### config.mk
export PLATFORM = sky130hd
export DESIGN_NAME = lfc_cfg_bank
export DESIGN_NICKNAME = d
export VERILOG_FILES = /design/src/include/lfc_pkg.sv /design/src/core/lfc_cfg_bank.sv /design/src/core/lfc_cfg_byte.sv
export SDC_FILE = /design/constraint.sdc
export NUM_CORES = 1
export LEC_CHECK = 0
export ABC_AREA = 1
export BUFFER_PORTS_ARGS = -buffer_cell sky130_fd_sc_hd__buf_2
export CORE_MARGIN = 2
export CORE_UTILIZATION = 50
export CTS_CLUSTER_SIZE = 40
export DETAILED_ROUTE_END_ITERATION = 6
export PLACE_DENSITY = 0.78
export SYNTH_ARGS = -nofsm -noshare
export SYNTH_HDL_FRONTEND = slang
export SYNTH_SLANG_ARGS = --single-unit
### constraint.sdc
create_clock -name clk -period 2.74 [get_ports clk]
set_input_delay 0.548 -clock clk [delete_from_list [all_inputs] [get_ports clk]]
set_output_delay 0.548 -clock clk [all_outputs]
set_load 0.03 [all_outputs]
### src/include/lfc_pkg.sv
// Constants, types and field layout shared by the fault-check configuration bank
package lfc_pkg;

	// Register indexes; the byte address on the bus is four times the index
	localparam logic [7:0] IDX_FIRST = 8'h70;
	localparam logic [7:0] IDX_ENABLE_AB = 8'h70;
	localparam logic [7:0] IDX_ENABLE_CD = 8'h71;
	localparam logic [7:0] IDX_ENABLE_EF = 8'h72;
	localparam logic [7:0] IDX_ENABLE_GH = 8'h73;
	localparam logic [7:0] IDX_SHORT_PICK_AB = 8'h74;
	localparam logic [7:0] IDX_SHORT_PICK_CD = 8'h75;
	localparam logic [7:0] IDX_SHORT_PICK_EF = 8'h76;
	localparam logic [7:0] IDX_SHORT_PICK_GH = 8'h77;
	localparam logic [7:0] IDX_SHORT_LEVEL_0 = 8'h78;
	localparam logic [7:0] IDX_SHORT_LEVEL_1 = 8'h79;
	localparam logic [7:0] IDX_REFERENCE = 8'h7a;
	localparam logic [7:0] IDX_CHECK_SETTING = 8'h7b;
	localparam logic [7:0] IDX_REPORT_MASK = 8'h7c;
	localparam logic [7:0] IDX_CHANNEL_MASK = 8'h7d;
	localparam logic [7:0] IDX_BRIGHTNESS = 8'h7e;
	localparam logic [7:0] IDX_BRIGHTNESS_SPARE = 8'h7f;
	localparam logic [7:0] IDX_SAFE_MAP_AB = 8'h80;
	localparam logic [7:0] IDX_SAFE_MAP_CD = 8'h81;
	localparam logic [7:0] IDX_SAFE_MAP_EF = 8'h82;
	localparam logic [7:0] IDX_SAFE_MAP_GH = 8'h83;
	localparam logic [7:0] IDX_LINK_PARAM_0 = 8'h84;
	localparam logic [7:0] IDX_LINK_PARAM_1 = 8'h85;
	localparam logic [7:0] IDX_LINK_PARAM_2 = 8'h86;
	localparam logic [7:0] IDX_CHECKSUM = 8'h87;
	localparam logic [7:0] IDX_BANK_STATUS = 8'h88;
	localparam int REG_COUNT = 24;
	localparam logic [4:0] LAST_SLOT = 5'h17;

	// Field positions inside each fault-check enable register
	localparam int BIT_HI_1 = 5;
	localparam int BIT_HI_0 = 4;
	localparam int BIT_LO_1 = 1;
	localparam int BIT_LO_0 = 0;
	localparam logic [7:0] ENABLE_MASK = 8'h33;
	localparam logic [7:0] FULL_MASK = 8'hff;
	localparam logic [7:0] NONE_MASK = 8'h00;

	// Bank status register fields
	localparam int STAT_DONE_BIT = 0;
	localparam int STAT_RELOAD_BIT = 1;

	// Value held before the non-volatile copy arrives
	localparam logic [7:0] BYTE_RESET = 8'h00;
	localparam logic [31:0] WORD_ZERO = 32'h0000_0000;

	// Writable bits of the register in a given slot
	function automatic logic [7:0] slot_mask(input int slot);
		logic [7:0] idx;
		idx = IDX_FIRST + 8'(slot);
		if (idx <= IDX_ENABLE_GH)
			return ENABLE_MASK;
		else if (idx == IDX_BRIGHTNESS_SPARE)
			return NONE_MASK;
		else
			return FULL_MASK;
	endfunction

	typedef enum logic [2:0] {
		LD_GAP = 3'b001,
		LD_FETCH = 3'b010,
		LD_DONE = 3'b100
	} lfc_load_st_t;

	typedef struct packed {
		lfc_load_st_t st;
		logic [4:0] slot;
		logic nvm_rd;
		logic done;
		logic rd_ack;
		logic [31:0] rdata;
	} lfc_core_state_t;

	typedef struct packed {
		logic [7:0] q;
	} lfc_byte_state_t;

	typedef struct packed {
		logic check_on_a_0;
		logic check_on_a_1;
		logic check_on_b_0;
		logic check_on_b_1;
		logic check_on_c_0;
		logic check_on_c_1;
		logic check_on_d_0;
		logic check_on_d_1;
		logic check_on_e_0;
		logic check_on_e_1;
		logic check_on_f_0;
		logic check_on_f_1;
		logic check_on_g_0;
		logic check_on_g_1;
		logic check_on_h_0;
		logic check_on_h_1;
	} lfc_check_on_t;

endpackage

### src/core/lfc_cfg_bank.sv
// Fault-check configuration register bank with Avalon-MM slave and non-volatile reload
//
// Function
// - Four fault-check enable registers are decoded at indexes 70h, 71h, 72h and 73h for A/B, C/D, E/F and G/H.
// - Every per-channel enable bit reads and writes, 0 turning checking off and 1 turning it on.
// - After reset every enable bit is filled from the non-volatile copy, not from a constant.
// - In the A/B register bit 5 is b_1, bit 4 is b_0, bit 1 is a_1 and bit 0 is a_0.
// - In the C/D register bit 5 is d_1, bit 4 is d_0, bit 1 is c_1 and bit 0 is c_0.
// - In the E/F register bit 5 is f_1, bit 4 is f_0, bit 1 is e_1 and bit 0 is e_0.
// - In the G/H register bit 5 is h_1, bit 4 is h_0, bit 1 is g_1 and bit 0 is g_0.
module lfc_cfg_bank #(
	parameter int ADDR_W = 10
) (
	input wire logic clk,
	input wire logic rst_n,
	input wire logic [ADDR_W-1:0] avs_address,
	input wire logic avs_read,
	input wire logic avs_write,
	input wire logic [31:0] avs_writedata,
	input wire logic [3:0] avs_byteenable,
	output logic [31:0] avs_readdata,
	output logic avs_waitrequest,
	output logic nvm_rd,
	output logic [4:0] nvm_slot,
	input wire logic [7:0] nvm_rdata,
	input wire logic nvm_valid,
	output lfc_pkg::lfc_check_on_t check_on,
	output logic [7:0] cfg_bytes [lfc_pkg::REG_COUNT]
);

	lfc_pkg::lfc_core_state_t st_ff;
	lfc_pkg::lfc_core_state_t nxt_st;

	logic [7:0] reg_q [lfc_pkg::REG_COUNT];
	logic [7:0] word_idx;
	logic [7:0] rel_idx;
	logic [4:0] hit_slot;
	logic in_bank;
	logic is_status;
	logic wr_go;
	logic rd_go;
	logic byte_lane;
	logic load_go;
	logic reload_req;
	logic [7:0] rd_byte;

	// Word addressing: the two low byte-address bits are not decoded
	assign word_idx = avs_address[ADDR_W-1:2];
	assign rel_idx = word_idx - lfc_pkg::IDX_FIRST;
	assign in_bank = (word_idx >= lfc_pkg::IDX_FIRST) &&
		(rel_idx < 8'(lfc_pkg::REG_COUNT));
	assign hit_slot = rel_idx[4:0];
	assign is_status = (word_idx == lfc_pkg::IDX_BANK_STATUS);
	assign byte_lane = avs_byteenable[0];

	// Bus stalls until the non-volatile copy is in, so software never sees a half-filled bank
	assign avs_waitrequest = !st_ff.done || (avs_read && !st_ff.rd_ack);
	assign wr_go = avs_write && !avs_waitrequest && byte_lane;
	assign rd_go = avs_read && !st_ff.rd_ack && st_ff.done;
	assign load_go = st_ff.st == lfc_pkg::LD_FETCH && nvm_valid;
	assign reload_req = wr_go && is_status && avs_writedata[lfc_pkg::STAT_RELOAD_BIT];

	// One register per map slot; unmapped indexes have no storage and drop writes
	genvar gi;
	generate
		for (gi = 0; gi < lfc_pkg::REG_COUNT; gi++) begin : g_reg
			lfc_cfg_byte #(
				.WMASK(lfc_pkg::slot_mask(gi))
			) u_byte (
				.clk(clk),
				.rst_n(rst_n),
				.load(load_go && st_ff.slot == 5'(gi)),
				.load_data(nvm_rdata),
				.wr(wr_go && in_bank && hit_slot == 5'(gi)),
				.wr_data(avs_writedata[7:0]),
				.q(reg_q[gi])
			);
		end
	endgenerate

	// Read mux; reserved bits already sit at zero in storage
	always_comb begin
		rd_byte = lfc_pkg::BYTE_RESET;
		if (in_bank)
			rd_byte = reg_q[hit_slot];
		else if (is_status) begin
			rd_byte[lfc_pkg::STAT_DONE_BIT] = st_ff.done;
		end
	end

	// Loader fetches one byte per request with a gap cycle so the slot settles
	always_comb begin
		nxt_st = st_ff;
		nxt_st.rd_ack = rd_go;
		if (rd_go)
			nxt_st.rdata = {24'h00_0000, rd_byte};
		unique case (st_ff.st)
			lfc_pkg::LD_GAP: begin
				nxt_st.st = lfc_pkg::LD_FETCH;
				nxt_st.nvm_rd = 1'b1;
			end
			lfc_pkg::LD_FETCH: begin
				if (nvm_valid) begin
					nxt_st.nvm_rd = 1'b0;
					if (st_ff.slot == lfc_pkg::LAST_SLOT) begin
						nxt_st.st = lfc_pkg::LD_DONE;
						nxt_st.done = 1'b1;
					end else begin
						nxt_st.st = lfc_pkg::LD_GAP;
						nxt_st.slot = st_ff.slot + 5'h01;
					end
				end
			end
			lfc_pkg::LD_DONE: begin
				if (reload_req) begin
					nxt_st.st = lfc_pkg::LD_GAP;
					nxt_st.slot = 5'h00;
					nxt_st.done = 1'b0;
				end
			end
			default: begin
				nxt_st.st = lfc_pkg::LD_GAP;
				nxt_st.slot = 5'h00;
				nxt_st.nvm_rd = 1'b0;
				nxt_st.done = 1'b0;
			end
		endcase
	end

	always_ff @(posedge clk) begin
		if (!rst_n) begin
			st_ff <= '{
				st: lfc_pkg::LD_GAP,
				slot: 5'h00,
				nvm_rd: 1'b0,
				done: 1'b0,
				rd_ack: 1'b0,
				rdata: lfc_pkg::WORD_ZERO
			};
		end else begin
			st_ff <= nxt_st;
		end
	end

	assign avs_readdata = st_ff.rdata;
	assign nvm_rd = st_ff.nvm_rd;
	assign nvm_slot = st_ff.slot;

	always_comb begin
		for (int i = 0; i < lfc_pkg::REG_COUNT; i++) begin
			cfg_bytes[i] = reg_q[i];
		end
	end

	// Channel enables straight from the stored bits
	localparam int S_AB = 0;
	localparam int S_CD = 1;
	localparam int S_EF = 2;
	localparam int S_GH = 3;

	assign check_on.check_on_a_0 = reg_q[S_AB][lfc_pkg::BIT_LO_0];
	assign check_on.check_on_a_1 = reg_q[S_AB][lfc_pkg::BIT_LO_1];
	assign check_on.check_on_b_0 = reg_q[S_AB][lfc_pkg::BIT_HI_0];
	assign check_on.check_on_b_1 = reg_q[S_AB][lfc_pkg::BIT_HI_1];
	assign check_on.check_on_c_0 = reg_q[S_CD][lfc_pkg::BIT_LO_0];
	assign check_on.check_on_c_1 = reg_q[S_CD][lfc_pkg::BIT_LO_1];
	assign check_on.check_on_d_0 = reg_q[S_CD][lfc_pkg::BIT_HI_0];
	assign check_on.check_on_d_1 = reg_q[S_CD][lfc_pkg::BIT_HI_1];
	assign check_on.check_on_e_0 = reg_q[S_EF][lfc_pkg::BIT_LO_0];
	assign check_on.check_on_e_1 = reg_q[S_EF][lfc_pkg::BIT_LO_1];
	assign check_on.check_on_f_0 = reg_q[S_EF][lfc_pkg::BIT_HI_0];
	assign check_on.check_on_f_1 = reg_q[S_EF][lfc_pkg::BIT_HI_1];
	assign check_on.check_on_g_0 = reg_q[S_GH][lfc_pkg::BIT_LO_0];
	assign check_on.check_on_g_1 = reg_q[S_GH][lfc_pkg::BIT_LO_1];
	assign check_on.check_on_h_0 = reg_q[S_GH][lfc_pkg::BIT_HI_0];
	assign check_on.check_on_h_1 = reg_q[S_GH][lfc_pkg::BIT_HI_1];

endmodule

### src/core/lfc_cfg_byte.sv
// One byte-wide configuration register with a writable-bit mask
module lfc_cfg_byte #(
	parameter logic [7:0] WMASK = 8'hff
) (
	input wire logic clk,
	input wire logic rst_n,
	input wire logic load,
	input wire logic [7:0] load_data,
	input wire logic wr,
	input wire logic [7:0] wr_data,
	output logic [7:0] q
);

	lfc_pkg::lfc_byte_state_t st_ff;
	lfc_pkg::lfc_byte_state_t nxt_st;

	// Masked bits stay zero whatever the source
	always_comb begin
		nxt_st = st_ff;
		if (load)
			nxt_st.q = load_data & WMASK;
		else if (wr)
			nxt_st.q = wr_data & WMASK;
	end

	always_ff @(posedge clk) begin
		if (!rst_n)
			st_ff <= '{q: lfc_pkg::BYTE_RESET};
		else
			st_ff <= nxt_st;
	end

	assign q = st_ff.q;

endmodule

==> results.md, run 1 <==
* CP Cell Sequence: inv_1, nand3_4, nor2_8, nand4_2, buf_4, a21oi_1, nor2_1
* Fin crit share at 0.818
* Reg power frac at 0.451
* Clk_lat worst skew at around 0.45 ns
* Global-route wire length before repair at 71300 um
* Clk sinks at roughly 190
* FF+latch count, synth at approximately 190
* Setup crit start kind: flop
* RSZ-0062 raised after global routing: false
* Synthesized instance count at about 2200
* Most used routing layer in global routing: met2
* Max Slew Vio Count at 0
* Arr. time, crit path at approximately 2.6 ns
* NumNets Final at between 2000 and 2500
* Int Pwr at 0.00420 W
* Final hold vios at 0
* Critical path's top delay family: simple AND/OR/NAND/NOR gates
* Worst hold-check path type: reg2reg
* Switch Pwr at 0.00191 W
* Main synth FF type: dfxtp_1
* Failing checks: design-rule violations
* I/O Buffers at 228
* Switching share of power at 0.312
* Worst Clk Skew at 0.0135 ns
* # fillers at 2556
* Layout cell share with drive strength beyond 1 at 0.157
* CTS Buf Count at 17
* Grt met1 use at 0.471
* Final setup vio count at 0
* Routed Antenna Nets at 0
* Clock slew at the register clock pins of the worst setup and hold paths at roughly 0.08 ns
* Vias in the first global route at between 10000 and 15000
* WL final at roughly 47000 um
* WL/cell at 18.2 um
* HPWL after DPL at about 32000 um
* Post-synth top area share at 0.293
* Post-route cell area at about 0.014 mm^2
* Post-DP Area at about 0.014 mm^2
* Overflow after GRT at 0
* Logic pwr share at 0.138
* Crit end category: flop
* Top-count cell post-synth: nand2_1
* Vias post-DR at 14600
* Peak VDD IR at 0.000328 V
* Die Height at around 160 um
* Hold Path Stages at 2
* Die X-Extent at about 160 um
* Gpl congestion at between 0.9 and 1
* Critical path's largest stage delay at 0.58 ns
* Largest net degree at the start of global routing at 121
* Post_cts resized at 0
* # rows at 58
* Via/cell ratio at approximately 5.6
* Detailed-route DRC error count at 2
* Synth top cells by count: nand2_1, nand3_1, a21oi_1, dfxtp_1, inv_1
* Post-Syn Area at between 0.01 and 0.015 mm^2
* Top post-synthesis cells by area: dfxtp_1, nand2_1, nand3_1, a21oi_1, o21ai_0
* CTS root buffer: clkbuf_16
* Initial antenna violation count at 0
* Fmax at 446 MHz
* Pwr per Cell Area at between 400 and 500 mW/mm^2
* GR Util met2 at 0.527
* Worst path slowest cell: nand4_2
* Max Cap Viol at 0
* Worst-case reg-to-reg path depth at 7
* TNS Setup at 0 ns
* Worst EP required at between 3 and 4 ns
* Status: finished with violations
* Initial core utilization at 0.509
* Synth cell types at 32
* Pleak at approximately 7.5 nW
* Hold buffers post-CTS at 0
* TritonCTS clock tree: yes
* CP Class: reg2reg
* Gr usage total at 0.348
* Layout Utilization at 0.563
* Final min period at 2.24 ns
* Crit. path cell count at 7
* Ys async rst share at 0
* Area growth from synthesis to layout at 10.7%
* Antenna Cells at 0
* IO Count at approximately 310
* DRT iter0 DRCs at ~1900
* Clk buf depth at 2
* Clk network pwr share at 0.411
* Core footprint at ~0.025 mm^2
* H-tree levels at 4
* Warnings from Yosys at 0
* Critical path buffer and inverter count at 2
* Post-synth top area cell: dfxtp_1
* Relative slew slack at 0.479
* CP Max Fanout at 29
* Sequential fraction of the synthesis area at 0.293
* Mapped Avg Cell Area at just under 6 um^2
* DIE AREA at ~0.027 mm^2
* EDFF count, synth at 0
* Post-CTS Setup Bufs at 0
* GR met3 Demand/Resource at 0.0838
* Pre-antenna DRT Iters at 7
* Worst-Margin Slew at slightly below 0.8 ns
==> area by class of cell <==
type,count,area (um^2),area share
clock buffers,18,429,0.0303
clock inverters,14,140,0.00991
inverters,185,697,0.0493
multi-input cells,1601,7210,0.510
flip-flops and latches,187,3740,0.265
well taps,330,413,0.0292
repair buffers,270,1510,0.107
==> cells by family (layout without fill, tap and decap cells) <==
family                   count (synthesis)  after routing  share of synthesized area
flip-flops                             187            187                      0.293
adder cells (fa/ha/maj)                  6              6                    0.00588
AND/OR/NAND/NOR                       1147           1147                      0.386
buffers and inverters                  409            487                      0.156
XOR/XNOR                                 4              4                    0.00333
other                                    1             48                   0.000294
AO/OA/AOI/OAI                          396            396                      0.155
==> state kept, by name (all words and copies together) (netlist names) <==
register      cells
avs_readdata      8
g.u_byte.q      168
nvm_rd            1
nvm_slot          5
st_ff             5
==> routing by layer <==
metal	wire (um)	share of wire
met1	18400	0.39
met2	20300	0.43
met3	6610	0.14
met4	2170	0.046
met5	0	0
==> per-stage QoR <==
| stage | setup slack (ns) | std cells | power (W) | hold slack (ns) |
|---|---|---|---|---|
| after floorplan | 0.00780 | 2197 | 0.00343 | 0.446 |
| after global placement | 0.293 | 2573 | 0.00361 | 0.453 |
| after detailed placement | 0.294 | 2573 | 0.00362 | 0.456 |
| after CTS | 0.555 | 2605 | 0.00607 | 0.467 |
| after global routing | 0.279 | 2605 | 0.00627 | 0.484 |
| final | 0.497 | 2605 | 0.00610 | 0.470 |
==> worst paths after layout <==
| path | slack (ns) | start | end |
|---|---|---|---|
| setup / recovery | 0.50 | st_ff[42] | g_reg[21].u_byte.q[3] |
| hold / removal | 0.47 | avs_readdata[6] | avs_readdata[6] |
| setup reg to reg | 0.50 | st_ff[42] | g_reg[21].u_byte.q[3] |
| hold reg to reg | 0.47 | avs_readdata[6] | avs_readdata[6] |
==> cells in the final DEF (no fill, tap or decap), types with 5 or more instances in the layout <==
master and count:
nand2_1 720, buf_2 227, nand3_1 202, a21oi_1 189, dfxtp_1 187, inv_1 178
o21ai_0 161, nor2_1 156, conb_1 48, o21ai_1 46, buf_4 39, clkbuf_16 17
nand2_2 16, nor3_1 12, nand3_4 11, nand4_1 8, nand3_2 7, ha_1 6
inv_2 5, nand4_2 5
==> tightest hold or removal path, stage by stage (launching register included) <==
cell     delay, ns
dfxtp_1       0.31
nand2_1       0.06
a21oi_1       0.05
==> power groups by stage <==
stage                     Sequential (W)  Combinational (W)  Clock, W
after floorplan                  0.00282           0.000611         0
after global placement           0.00281           0.000795         0
after detailed placement         0.00281           0.000808         0
after CTS                        0.00275           0.000811   0.00251
after global routing             0.00275           0.000898   0.00262
final                            0.00275           0.000842   0.00251
Note: power is estimated with default switching activity, not from simulation.
==> run 2: changes to the inputs <==
- clock period: 2.74 -> 2 ns (I/O delays scaled with it)
==> run 2 against run 1 <==
  * The flow now finishes without violations
  * Critical endpoint is now g_reg[8].u_byte.q[5]
  * Routed wire length shrank 0.89%
  * Combinational power increased by 51%
  * Sequential power rose by 37%
  * Sequential share of layout area fell by 1.9 points
  * Final area grew 7.7%
  * Critical path depth increased by 1
  * Non-clock buffer count grew 65
  * Final cell count increased by 2.5%
==> results.md, run 2 (synthesis results as in run 1) <==
* Status: finished, final reports clean
* DRT iter0 DRCs at around 1700
* RR Endpoint: g_reg[8].u_byte.q[5]
* Vias in the first global route at between 10000 and 15000
* I/O Buffers at 228
* Worst Clk Skew at between 0.01 and 0.015 ns
* Pleak at about 8 nW
* CP Max Fanout at 25
* Pwr per Cell Area at approximately 570 mW/mm^2
* Gpl congestion at between 1 and 1.5
* Max Slew Vio Count at 0
* Hold Path Stages at 4
* Initial core utilization at 0.509
* Clk sinks at between 150 and 200
* CTS Buf Count at 17
* Pre-antenna DRT Iters at 6
* Clk_lat worst skew at approximately 0.45 ns
* Setup crit start kind: flop
* Worst hold-check path type: in2reg
* Peak VDD IR at 0.000530 V
* Clk buf depth at 2
* Layout cell share with drive strength beyond 1 at 0.212
* Worst-case reg-to-reg path depth at 8
* End of the worst hold path: st_ff[41]
* Final hold vios at 0
* Multi-input gate area at around 0.0076 mm^2
* Gr usage total at 0.342
* Crit end category: flop
* HPWL after DPL at between 30000 and 40000 um
* Post-CTS Setup Bufs at 0
* WL/cell at approximately 18 um
* Number of flip-flops in the largest register at 168
* Most frequent cells in the layout: nand2_1, buf_2, nand3_1
* Fin cells at around 2700
* Relative slew slack at 0.520
* IO Count at a little over 300
* Total power at 0.00865 W
* WL final at 47000 um
* Initial antenna violation count at 0
* Dpl cells at 2638
* Via/cell ratio at about 5.5
* Worst-Margin Slew at between 0.7 and 0.8 ns
* Final setup vio count at 0
* CTS root buffer: clkbuf_16
* Hold buffers post-CTS at 0
* Clock slew at the register clock pins of the worst setup and hold paths at 0.07 ns
* Core footprint at 0.0251 mm^2
* Antenna Cells at 0
* Detailed-route DRC error count at 0
* CP Class: reg2reg
* Area growth from synthesis to layout at 19.3%
* Arr. time, crit path at 2.32 ns
* TritonCTS clock tree: yes
* Fin crit share at 0.969
* # rows at 58
* Die X-Extent at ~160 um
* Worst EP required at between 2 and 2.5 ns
* Seq. cell area at about 0.0037 mm^2
* Commonest non-fill, non-tap cell in the layout: nand2_1
* Worst hold margin at just under 0.4 ns
* NumNets Final at around 2400
* Final min period at between 1.5 and 2 ns
* Min-delay src: nvm_valid
* Fmax at between 500 and 600 MHz
* DIE AREA at about 0.027 mm^2
* RSZ-0062 raised after global routing: true
* Overflow after GRT at 0
* Global-route wire length before repair at 70600 um
* Largest net degree at the start of global routing at 53
* # fillers at ~2400
* Max Cap Viol at 0
* Routed Antenna Nets at 0
* H-tree levels at 4
* Reg2reg start: nvm_slot[0]
* Die Height at about 160 um
* Vias post-DR at about 15000
* Post_cts resized at 0
* R2R Setup Slk at between 0.06 and 0.07 ns
## run 2: changes by cell type in the layout (fill, tap and decap cells not counted), moves of 2 or more
cell	change
clkinv_2	+3
nand2_2	-8
buf_12	+17
inv_1	-2
buf_6	+2
bufinv_16	+2
nand2_4	+10
nand2_1	-2
a21oi_2	+70
a21oi_1	-70
clkinv_4	-4
inv_6	+4
buf_4	+46
clkinvlp_4	-4
## run 2: final cells by class
type / instances / share of cell area
multi-input cells: 1601 / 0.497
flip-flops and latches: 187 / 0.246
repair buffers: 335 / 0.146
inverters: 185 / 0.0462
clock buffers: 18 / 0.0282
well taps: 330 / 0.0271
clock inverters: 13 / 0.0107
## run 2: through the flow
stage	utilization	setup WS [ns]	TNS (ns)	area [um^2]
detailed placement	0.582	-0.167	-9.85	14600
finish	0.607	0.0628	0	15200
global placement	0.582	-0.122	-6.66	14600
CTS	0.605	0.0741	0	15200
floorplan	-	-0.233	-28.82	13300
global route	0.607	-0.0339	-0.0658	15200
## run 2: worst max path at each step
stage,to,startpoint
after CTS,g_reg[8].u_byte.q[5],nvm_slot[0]
after global routing,g_reg[8].u_byte.q[5],nvm_slot[0]
after detailed placement,g_reg[19].u_byte.q[5],avs_address[6]
after floorplan,g_reg[12].u_byte.q[0],avs_address[6]
after global placement,g_reg[19].u_byte.q[3],avs_address[7]
final,g_reg[8].u_byte.q[5],nvm_slot[0]
## run 2: metal layers
layer / vias up / global-route usage / wire length (um)
met1: 6652 / 0.483 / 19800
met5: - / 0 / 0
met2: 887 / 0.508 / 20000
li1: 7061 / - / -
met3: 127 / 0.0664 / 5500
met4: 0 / 0.139 / 1790
## run 2: report_power, final
group          switching, W  internal [W]
registers         0.0000211       0.00374
clock network       0.00164       0.00198
logic              0.000936      0.000331
total               0.00260       0.00605
## run 2: critical path: stages, from the launching register on
cell     delay (ns)
dfxtp_1        0.35
inv_1          0.10
ha_1           0.27
inv_1          0.09
nor3_1         0.32
nand2_4        0.25
o21ai_0        0.26
nand2_1        0.09
a21oi_1        0.13
